[src/core/dio_defs.svh]
// register offsets, field positions and reset values of the digital i/o block
`ifndef DIO_DEFS_SVH
`define DIO_DEFS_SVH
`define OFS_BIT_PORT_DATA 9'h070
`define OFS_BYTE_PORT_DATA 9'h074
`define OFS_BIT_PORT_CONTROL_WINDOW 9'h078
`define OFS_DIGITAL_MODE_AND_STATUS 9'h07c
`define MODE_SEL_LSB 0
`define MODE_SEL_MSB 1
`define MODE_BYTE_DIR_BIT 2
`define MODE_MATCH_BIT 3
`define MODE_IRQ_EN_BIT 4
`define MODE_CLK_SEL_BIT 5
`define STAT_IRQ_BIT 6
`define STAT_STROBE_BIT 7
`define RST_BYTE 8'h00
`define RST_MODE 6'h00
`define RST_MASK 8'h00
`define RST_FLAG 1'b0
`define RST_WORD 32'h00000000
`endif

[src/core/dio_pkg.sv]
// types shared by the digital i/o block
package dio_pkg;
   typedef logic [7:0] byte_t;
   typedef enum logic [1:0] {
      SEL_CLEAR = 2'b00,
      SEL_DIR = 2'b01,
      SEL_MASK = 2'b10,
      SEL_CMP = 2'b11
   } ctl_sel_t;
endpackage : dio_pkg

[src/core/digital_io_pattern_interrupt.sv]
// digital i/o block: bit port, byte port, mask/compare and digital irq
// Behaviour
// RQ1: bit port lines each set input (0) or output (1) by direction bit.
// RQ2: bit port input lines read pins; host writes do not affect them.
// RQ3: bit port output lines drive written value; reads return driven value.
// RQ4: any digital reset makes lines inputs and clears output registers.
// RQ5: byte port has one direction; input reads pins, output drives writes.
// RQ6: mode bits 1:0 steer control address: clear/reset, dir, mask, compare.
// RQ7: mask bit 1 excludes that bit port line from pattern monitoring.
// RQ8: without irq modes, masked output lines hold level despite writes.
// RQ9: match mode raises irq when unmasked lines equal compare pattern.
// RQ10: software selects match mode before writing the compare pattern.
// RQ11: event mode raises irq on unmasked change, latching port into compare.
// RQ12: mode/status read gives irq in bit 6, strobe in bit 7, config 5:0.
// RQ13: mode bit 2 sets byte port direction, 0 input, 1 output.
// RQ14: mode bit 3 picks event/match; bit 4 enables the digital irq.
// RQ15: mode bit 5 picks fixed or programmable input sample clock.
// RQ16: irq flag stays set until clear read or digital reset.
`timescale 1ns/1ps
`default_nettype none
`include "dio_defs.svh"
module digital_io_pattern_interrupt (
   // clock and reset
   input wire logic ref_clk,
   input wire logic rst_b,
   // host register port
   input wire logic [8:0] addr,
   input wire logic rd_stb,
   input wire logic wr_stb,
   input wire logic [31:0] wr_data,
   output logic [31:0] rd_data,
   // bit programmable port
   input wire logic [7:0] bitwise_port_in,
   output logic [7:0] bitwise_port_out,
   output logic [7:0] bitwise_port_oe,
   // byte programmable port
   input wire logic [7:0] bytewide_port_in,
   output logic [7:0] bytewide_port_out,
   output logic [7:0] bytewide_port_oe,
   // sampling strobes and status
   input wire logic fixed_sample_tick,
   input wire logic prog_sample_tick,
   input wire logic strobe_in,
   output logic digital_irq
);
   import dio_pkg::*;

   // ==========================================================
   // storage
   byte_t dir_r, mask_r, cmp_r, bit_out_r, byte_out_r, samp_r;
   logic [5:0] mode_r;
   logic irq_r, strobe_r, samp_valid_r, byte_oe_r;
   logic [31:0] rd_data_r;

   // ==========================================================
   // decode
   // one strobe on the control address, steered by the window select
   function automatic logic ctl_access(input logic stb, input logic hit,
                                       input ctl_sel_t cur,
                                       input ctl_sel_t want);
      return stb && (hit && (cur == want));
   endfunction : ctl_access

   wire sel_bit = addr == `OFS_BIT_PORT_DATA;
   wire sel_byte = addr == `OFS_BYTE_PORT_DATA;
   wire sel_ctl = addr == `OFS_BIT_PORT_CONTROL_WINDOW;
   wire sel_mode = addr == `OFS_DIGITAL_MODE_AND_STATUS;
   ctl_sel_t csel;
   assign csel = ctl_sel_t'(mode_r[`MODE_SEL_MSB:`MODE_SEL_LSB]); // see RQ6
   wire match_mode = mode_r[`MODE_MATCH_BIT]; // see RQ14
   wire irq_en = mode_r[`MODE_IRQ_EN_BIT]; // see RQ14
   wire byte_dir = mode_r[`MODE_BYTE_DIR_BIT]; // see RQ13
   wire dio_reset = ctl_access(wr_stb, sel_ctl, csel, SEL_CLEAR); // see RQ6
   wire irq_clear = ctl_access(rd_stb, sel_ctl, csel, SEL_CLEAR); // see RQ16
   wire wr_dir = ctl_access(wr_stb, sel_ctl, csel, SEL_DIR); // see RQ1
   wire wr_mask = ctl_access(wr_stb, sel_ctl, csel, SEL_MASK); // see RQ7
   wire wr_cmp = ctl_access(wr_stb, sel_ctl, csel, SEL_CMP); // see RQ9
   wire wr_bit = wr_stb && sel_bit;
   wire wr_byte = wr_stb && sel_byte && byte_dir; // see RQ5
   wire wr_mode = wr_stb && sel_mode;
   wire rd_mode = rd_stb && sel_mode;

   // ==========================================================
   // pin view
   // normal mode: masked output bits keep their level
   wire [7:0] keep = irq_en ? 8'h00 : mask_r; // see RQ8
   wire [7:0] bit_view;
   wire [7:0] bit_nxt;
   // one slice per line, each under its own direction bit
   for (genvar i = 0; i < 8; i++) begin : g_line
      // driven value on outputs, pin level on inputs
      assign bit_view[i] = dir_r[i] ? bit_out_r[i]
                                    : bitwise_port_in[i]; // see RQ1 RQ2
      // input lines and held lines ignore the write data
      assign bit_nxt[i] = (dir_r[i] && !keep[i]) ? wr_data[i]
                                                 : bit_out_r[i]; // see RQ3
   end

   // ==========================================================
   // pattern monitor
   // sample clock choice gates when the monitor looks at the port
   wire samp_tick = mode_r[`MODE_CLK_SEL_BIT] ? prog_sample_tick
                                             : fixed_sample_tick; // see RQ15
   wire [7:0] watch = ~mask_r; // see RQ7
   wire hit_match = samp_tick &&
                    ((bit_view & watch) == (cmp_r & watch)); // see RQ9
   // the first tick after a reset only primes the history
   wire hit_event = samp_tick && samp_valid_r &&
                    (((bit_view ^ samp_r) & watch) != 8'h00); // see RQ11
   wire irq_set = irq_en && (match_mode ? hit_match : hit_event);

   // ==========================================================
   // read data
   wire [31:0] ctl_rd = csel == SEL_DIR ? {24'h0, dir_r} :
                        csel == SEL_MASK ? {24'h0, mask_r} :
                        csel == SEL_CMP ? {24'h0, cmp_r} : 32'h0;
   wire [7:0] byte_view = byte_dir ? byte_out_r : bytewide_port_in; // see RQ5
   wire [31:0] mode_rd = {24'h0, strobe_r, irq_r, mode_r}; // see RQ12
   wire [31:0] rd_nxt = sel_bit ? {24'h0, bit_view} : // see RQ2 RQ3
                        sel_byte ? {24'h0, byte_view} :
                        sel_ctl ? ctl_rd :
                        sel_mode ? mode_rd :
                        32'h0;

   // ==========================================================
   // port registers
   // writes to input lines, or to the byte port as input, drop quietly
   always_ff @(posedge ref_clk or negedge rst_b) begin
      if (!rst_b) begin
         dir_r <= `RST_BYTE;
         mask_r <= `RST_MASK;
         bit_out_r <= `RST_BYTE;
         byte_out_r <= `RST_BYTE;
      end else if (dio_reset) begin
         dir_r <= `RST_BYTE; // see RQ4
         bit_out_r <= `RST_BYTE; // see RQ4
         byte_out_r <= `RST_BYTE; // see RQ4
         mask_r <= `RST_MASK;
      end else begin
         if (wr_bit)
            bit_out_r <= bit_nxt; // see RQ2 RQ3
         if (wr_byte)
            byte_out_r <= wr_data[7:0]; // see RQ5
         if (wr_dir)
            dir_r <= wr_data[7:0]; // see RQ1
         if (wr_mask)
            mask_r <= wr_data[7:0]; // see RQ7
      end
   end

   // compare register: host pattern, or captured value in event mode
   always_ff @(posedge ref_clk or negedge rst_b) begin
      if (!rst_b)
         cmp_r <= `RST_BYTE;
      else if (dio_reset)
         cmp_r <= `RST_BYTE;
      else if (irq_set && !match_mode)
         cmp_r <= bit_view; // see RQ11
      else if (wr_cmp)
         cmp_r <= wr_data[7:0]; // see RQ9
   end

   // ==========================================================
   // change history
   always_ff @(posedge ref_clk or negedge rst_b) begin
      if (!rst_b) begin
         samp_r <= `RST_BYTE;
         samp_valid_r <= `RST_FLAG;
      end else if (dio_reset) begin
         samp_valid_r <= `RST_FLAG;
      end else if (samp_tick) begin
         samp_r <= bit_view;
         samp_valid_r <= 1'b1;
      end
   end

   // ==========================================================
   // mode register
   // the window select survives a digital reset so the clear path stays
   // reachable; only the byte direction falls back to input
   always_ff @(posedge ref_clk or negedge rst_b) begin
      if (!rst_b)
         mode_r <= `RST_MODE;
      else if (wr_mode)
         mode_r <= wr_data[5:0]; // see RQ13 RQ14 RQ15
      else if (dio_reset)
         mode_r[`MODE_BYTE_DIR_BIT] <= 1'b0; // see RQ4
   end

   // ==========================================================
   // flags
   // a set in the clearing cycle wins, so no event is lost
   always_ff @(posedge ref_clk or negedge rst_b) begin
      if (!rst_b) begin
         irq_r <= `RST_FLAG;
         strobe_r <= `RST_FLAG;
      end else begin
         irq_r <= irq_set | (irq_r & ~irq_clear & ~dio_reset); // see RQ16
         strobe_r <= strobe_in | (strobe_r & ~rd_mode & ~dio_reset);
      end
   end

   // ==========================================================
   // read data register
   // held until the next read, so a slow poll sees a steady word
   always_ff @(posedge ref_clk or negedge rst_b) begin
      if (!rst_b) begin
         rd_data_r <= `RST_WORD;
         byte_oe_r <= `RST_FLAG;
      end else begin
         rd_data_r <= rd_stb ? rd_nxt : rd_data_r;
         byte_oe_r <= byte_dir && !dio_reset;
      end
   end

   // ==========================================================
   // outputs
   // every output leaves straight from a flop
   assign rd_data = rd_data_r;
   assign bitwise_port_out = bit_out_r;
   assign bitwise_port_oe = dir_r; // see RQ1
   assign bytewide_port_out = byte_out_r;
   assign bytewide_port_oe = {8{byte_oe_r}}; // see RQ13
   assign digital_irq = irq_r;
endmodule : digital_io_pattern_interrupt
`default_nettype wire

[config.mk]
export PLATFORM = sky130hd
export DESIGN_NAME = digital_io_pattern_interrupt
export DESIGN_NICKNAME = d
export VERILOG_FILES = /design/src/core/dio_pkg.sv /design/src/core/digital_io_pattern_interrupt.sv
export VERILOG_INCLUDE_DIRS = /design/src /design/src/core
export SDC_FILE = /design/constraint.sdc
export NUM_CORES = 1
export LEC_CHECK = 0
export BUFFER_PORTS_ARGS = -buffer_cell sky130_fd_sc_hd__buf_4
export CORE_UTILIZATION = 56
export CTS_CLUSTER_DIAMETER = 150
export DETAILED_ROUTE_END_ITERATION = 8
export PLACE_DENSITY_LB_ADDON = 0.15
export SLEW_MARGIN = 10
export SYNTH_ARGS = -nofsm -noshare
export SYNTH_HDL_FRONTEND = slang
export SYNTH_SLANG_ARGS = --single-unit
[constraint.sdc]
create_clock -name ref_clk -period 3.4 [get_ports ref_clk]
set_input_delay 0.34 -clock ref_clk [delete_from_list [all_inputs] [get_ports ref_clk]]
set_output_delay 0.34 -clock ref_clk [all_outputs]
set_load 0.02 [all_outputs]
Word-level counts from Yosys, hierarchy flattened. Index checks and enable logic that the tools add are counted.

Bits in registers: 90. Output and inout bits: 65.

Equal/unequal tests: 8. Mux-type cells: 42. Bitwise logic cells: 14. Reductions and logical operators: 64.

Operators by type and width (number): $mux 8 (20); $eq 9x7->1 const B (4); $logic_and 1x1->1 (28); $reduce_bool 2->1 (14); $and 8x8->8 (3); $mux 1 (22); $reduce_and 2->1 (9); $logic_not 1->1 (10); $eq 8x8->1 (1); $not 8->8 (1); $reduce_bool 8->1 (1); $xor 8x8->8 (1); $and 1x1->1 (4); $eq 2x2->1 const B (2); $not 1->1 (3); $reduce_bool 3->1 (1); $eq 2x1->1 const B (1); $logic_not 2->1 (1); $or 1x1->1 (2).

Depth between registers and ports, before layout.
Depth in word-level cells: 10. Mapped depth: 8.

Worst setup path after synthesis. Ideal clock, no wire load.

Path kind: reg2reg. From: register dir_r[4] (netlist: bitwise_port_oe[4]). To: register cmp_r[0]. Data arrival time: 2086 ps. Data required time: 3275 ps. Slack: 1189 ps. Stages on the path, launching flop included: 6. Path buffers: 0. Clock period less this slack: 2211 ps. Cell sequence: dfrtp_1 mux2i_1 mux2i_1 o2111ai_1 o31ai_4 mux2_2.

Word-level cells in the longest chain between the ends: 10. Elaborated cells on any way between the ends: 14. Classes of those cells: 1 x eq/ne; 4 x mux; 3 x bitwise; 6 x reduce/logical.

Ends and longest elaborated chain: start, declared (line digital_io_pattern_interrupt.sv:50) `byte_t dir_r, mask_r, cmp_r, bit_out_r, byte_out_r, samp_r;`; start signal, assigned (line digital_io_pattern_interrupt.sv:130) `` dir_r <= `RST_BYTE; ``; start signal, assigned (line digital_io_pattern_interrupt.sv:135) `` dir_r <= `RST_BYTE; ``; start signal, assigned (line digital_io_pattern_interrupt.sv:145) `dir_r <= wr_data[7:0];`; $mux 1 * (line digital_io_pattern_interrupt.sv:92) `assign bit_view[i] = dir_r[i] ? bit_out_r[i]`; $xor 8x8->8 (line digital_io_pattern_interrupt.sv:109) `(((bit_view ^ samp_r) & watch) != 8'h00);`; $and 8x8->8 (line digital_io_pattern_interrupt.sv:109); $reduce_bool 8->1 (line digital_io_pattern_interrupt.sv:109); $logic_and 1x1->1 (line digital_io_pattern_interrupt.sv:108) `wire hit_event = samp_tick && samp_valid_r &&`; $mux 1 * (line digital_io_pattern_interrupt.sv:110) `wire irq_set = irq_en && (match_mode ? hit_match : hit_event);`; $logic_and 1x1->1 * (line digital_io_pattern_interrupt.sv:110); $logic_and 1x1->1 * (line digital_io_pattern_interrupt.sv:157) `else if (irq_set && !match_mode)`; $mux 8 (line digital_io_pattern_interrupt.sv:157); $mux 8 (line digital_io_pattern_interrupt.sv:155) `else if (dio_reset)`; end signal, assigned (line digital_io_pattern_interrupt.sv:154) `` cmp_r <= `RST_BYTE; ``; end signal, assigned (line digital_io_pattern_interrupt.sv:156) `` cmp_r <= `RST_BYTE; ``; end signal, assigned (line digital_io_pattern_interrupt.sv:158) `cmp_r <= bit_view;`; end, declared (line digital_io_pattern_interrupt.sv:50).

Mark *: on every way between the ends. The rest lies on a longest branch, timed or not. A chain may end at the register's enable or synchronous reset.

Worst setup path after layout.
From: register dir_r[5] (netlist: bitwise_port_oe[5]). To: register cmp_r[6].

The elaborated chain is that of the path after synthesis.

==> impl_metrics.csv <==
group,metric,value,unit
synthesis,netlist_area,4040,um2
clock_tree,clock-sinks,66,
place,hpwl,8260,um
setup_path,worstPathArrival,2.79,ns
clock_tree,cts_tree,"built",
die,chipWidth,86.9,um
setup_path,rr_startpoint,"bitwise_port_oe[5]",
synthesis,synth_area_leaders,"dfrtp_1 41%, mux2_2 8.6%, mux2i_1 6.4%",
setup_path,r2r_slack,0.85,ns
clock_tree,cts_hold_buf,0,
synthesis,ys_ff_latch,66,
setup_path,cp.required,3.64,ns
routing,ant_nets,0,
synthesis,synth-seq-area-share,40.9,%
status,status,"complete, no violations",
sta,max_freq,0.392,GHz
global_routing,grt_max_degree,67,
run,drv_cap,0,
place,gp_congestion,0.918,
finish,fillers,533,
power_and_ir_drop,p_leak,2.31,nW
finish,nNetsFinal,557,
sta,finalHoldViolations,0,
synthesis,yosysMostFrequentCell,"dfrtp_1",
global_routing,grt_usage,32.8,%
place,io_buffer_count,80,
sta,setup_violations,0,
setup_path,crit_path_start_kind,"flop",
finish,antenna_cells,0,
sta,fin_crit,2.55,ns
routing,vias_per_cell,5.99,
finish,drive_above_1_share,31.7,%
synthesis,synth_cell_types,42,
synthesis,synthFlopType,"dfrtp_1",
power_and_ir_drop,ir_drop,307,uV
sta,hold_slack,0.0759,ns
die,start_util,58.8,%
setup_path,reg2regPathDepth,5,
sta,slew_viol_final,0,
die,die_h,86.9,um
setup_path,worstReg2RegEnd,"cmp_r[6]",
power_and_ir_drop,powerDensity,380,nW/um2
die,ios,129,
global_routing,grt_pass1_vias,3440,
routing,drc,0,
sta,period_share,75.1,%
global_routing,grt-ovfl-total,0,
sta,rsz0062_at_grt,"no",
synthesis,synth_top_area_cell,"dfrtp_1",
sta,skew,0.00814,ns
min_path,hp-class,"primary input to asynchronous set/reset pin",
clock_tree,clock_path_buffers,2,
routing,dr.pass1.iters,5,
routing,route.vias.total,3558,
clock_tree,root_buffer,"clkbuf_8",
clock_tree,h-tree-depth,3,
synthesis,ys.warnings.count,0,
clock_tree,cts_buffers,9,
clock_tree,post_cts_buffers,0,
setup_path,crit_path_end_kind,"flop",
clock_tree,clk_pin_slew,0.08,ns
synthesis,syn-instance-count,417,
die,dieArea,7560,um2
sta,tns,0,ns
sta,max_slew_margin,42.5,%
setup_path,cp_max_fo,9,
synthesis,synth_edf_count,0,
synthesis,synthArstFlopShare,100,%
routing,wl,11700,um
synthesis,synth_top_cells_by_count,"66 x dfrtp_1, 41 x nor2_1, 32 x buf_4",
synthesis,synthDominantCellAreaShare,40.9,%
die,row_count,30,
routing,routedWlPerCell,19.6,um
finish,area_growth,20.5,%
clock_tree,post_cts_resized,0,
routing,drtIter0Drc,398,
synthesis,syn-mean-instance-area,9.69,um2
global_routing,grt_pass1_wl,18200,um
clock_tree,clk_latency,0.35,ns
global_routing,antenna_found_initial,0,
setup_path,crit_type,"flop to flop",
die,coreArea,6870,um2
sta,tightest_slew,0.862,ns
## per-layer routing
metal	part of all wire, %	GRT usage, %	vias to the layer above
li1	-	-	1591
met1	42	43.7	1728
met2	46	51.2	213
met3	8.6	7.39	26
met4	3.3	14.8	0
met5	0	0	-
## registers in the layout, indices dropped and copies added, names as in the netlist
register and count:
bytewide_port_out 8, digital_irq 1, strobe_r 1, bitwise_port_oe 8, samp_valid_r 1, mode_r 6, samp_r 8, mask_r 8
rd_data 8, byte_oe_r 1, bitwise_port_out 8, cmp_r 8
## layout make-up
cell class	count	area, um2	share of cell area (%)
multi-input cells	303	2080	42.8
flip-flops and latches	66	1650	33.9
repair buffers	96	721	14.8
clock buffers	10	138	2.83
well taps	96	120	2.47
clock inverters	6	90.1	1.85
inverters	17	63.8	1.31
## per-stage QoR
stage                     cells  setup WS, ns  power, mW  util (%)  instance area, um2
after detailed placement    578         0.912       1.10      67.6                4640
after global placement      578         0.923       1.09      67.6                4640
after CTS                   594         0.902       1.85      70.9                4870
final                       594         0.846       1.85      70.9                4870
after floorplan             440          1.19       1.01         -                4130
after global routing        594         0.802       1.90      70.9                4870
## worst max-delay path, stage by stage (launching register included)
cell and delay [ns]:
dfrtp_1 0.47, mux2i_1 0.48, mux2i_1 0.29, o2111ai_1 0.20, o31ai_4 0.57, mux2_2 0.41
## layout by cell type (no fill, tap or decap), drive strengths merged, types with 3 or more instances in the layout
cell,synthesis,routed
nand4,9,9
mux2i,27,27
nand3,20,20
inv,17,17
buf,38,96
a22oi,10,10
conb,1,24
xnor2,8,8
nand2b,8,8
o21ai,25,25
nor2b,7,7
clkbuf,16,10
a211oi,8,8
o22ai,9,9
o2111ai,9,9
o221ai,8,8
xor2,5,5
and3,3,3
nor2,49,49
nand2,17,17
a21oi,10,10
mux2,31,31
clkinv,0,3
dfrtp,66,66
## how the worst max path moves through the flow
stage / startpoint / to / cells after the start
after floorplan: bitwise_port_oe[4] / cmp_r[0] / 5
after global placement: bitwise_port_oe[5] / cmp_r[5] / 5
after detailed placement: addr[7] / rd_data[0] / 6
after CTS: bitwise_port_oe[5] / cmp_r[6] / 5
after global routing: bitwise_port_oe[5] / cmp_r[5] / 5
final: bitwise_port_oe[5] / cmp_r[6] / 5
## cells by family (layout without fill, tap and decap cells)
kind of cell | after synthesis | in the layout | share of synthesized area, %
buffers and inverters | 71 | 129 | 9.88
AOI/OAI and AO/OA | 84 | 84 | 14.2
muxes | 58 | 58 | 15.4
xor gates and xnor gates | 13 | 13 | 2.82
and+or+nand+nor | 124 | 124 | 16.7
DFF | 66 | 66 | 40.9
other | 1 | 24 | 0.0928
## power breakdown
part | internal, mW | switching (mW)
clock network | 0.434 | 0.328
registers | 0.811 | 0.0350
logic | 0.102 | 0.139
total | 1.35 | 0.501
Power figures use the tool's default switching activity.
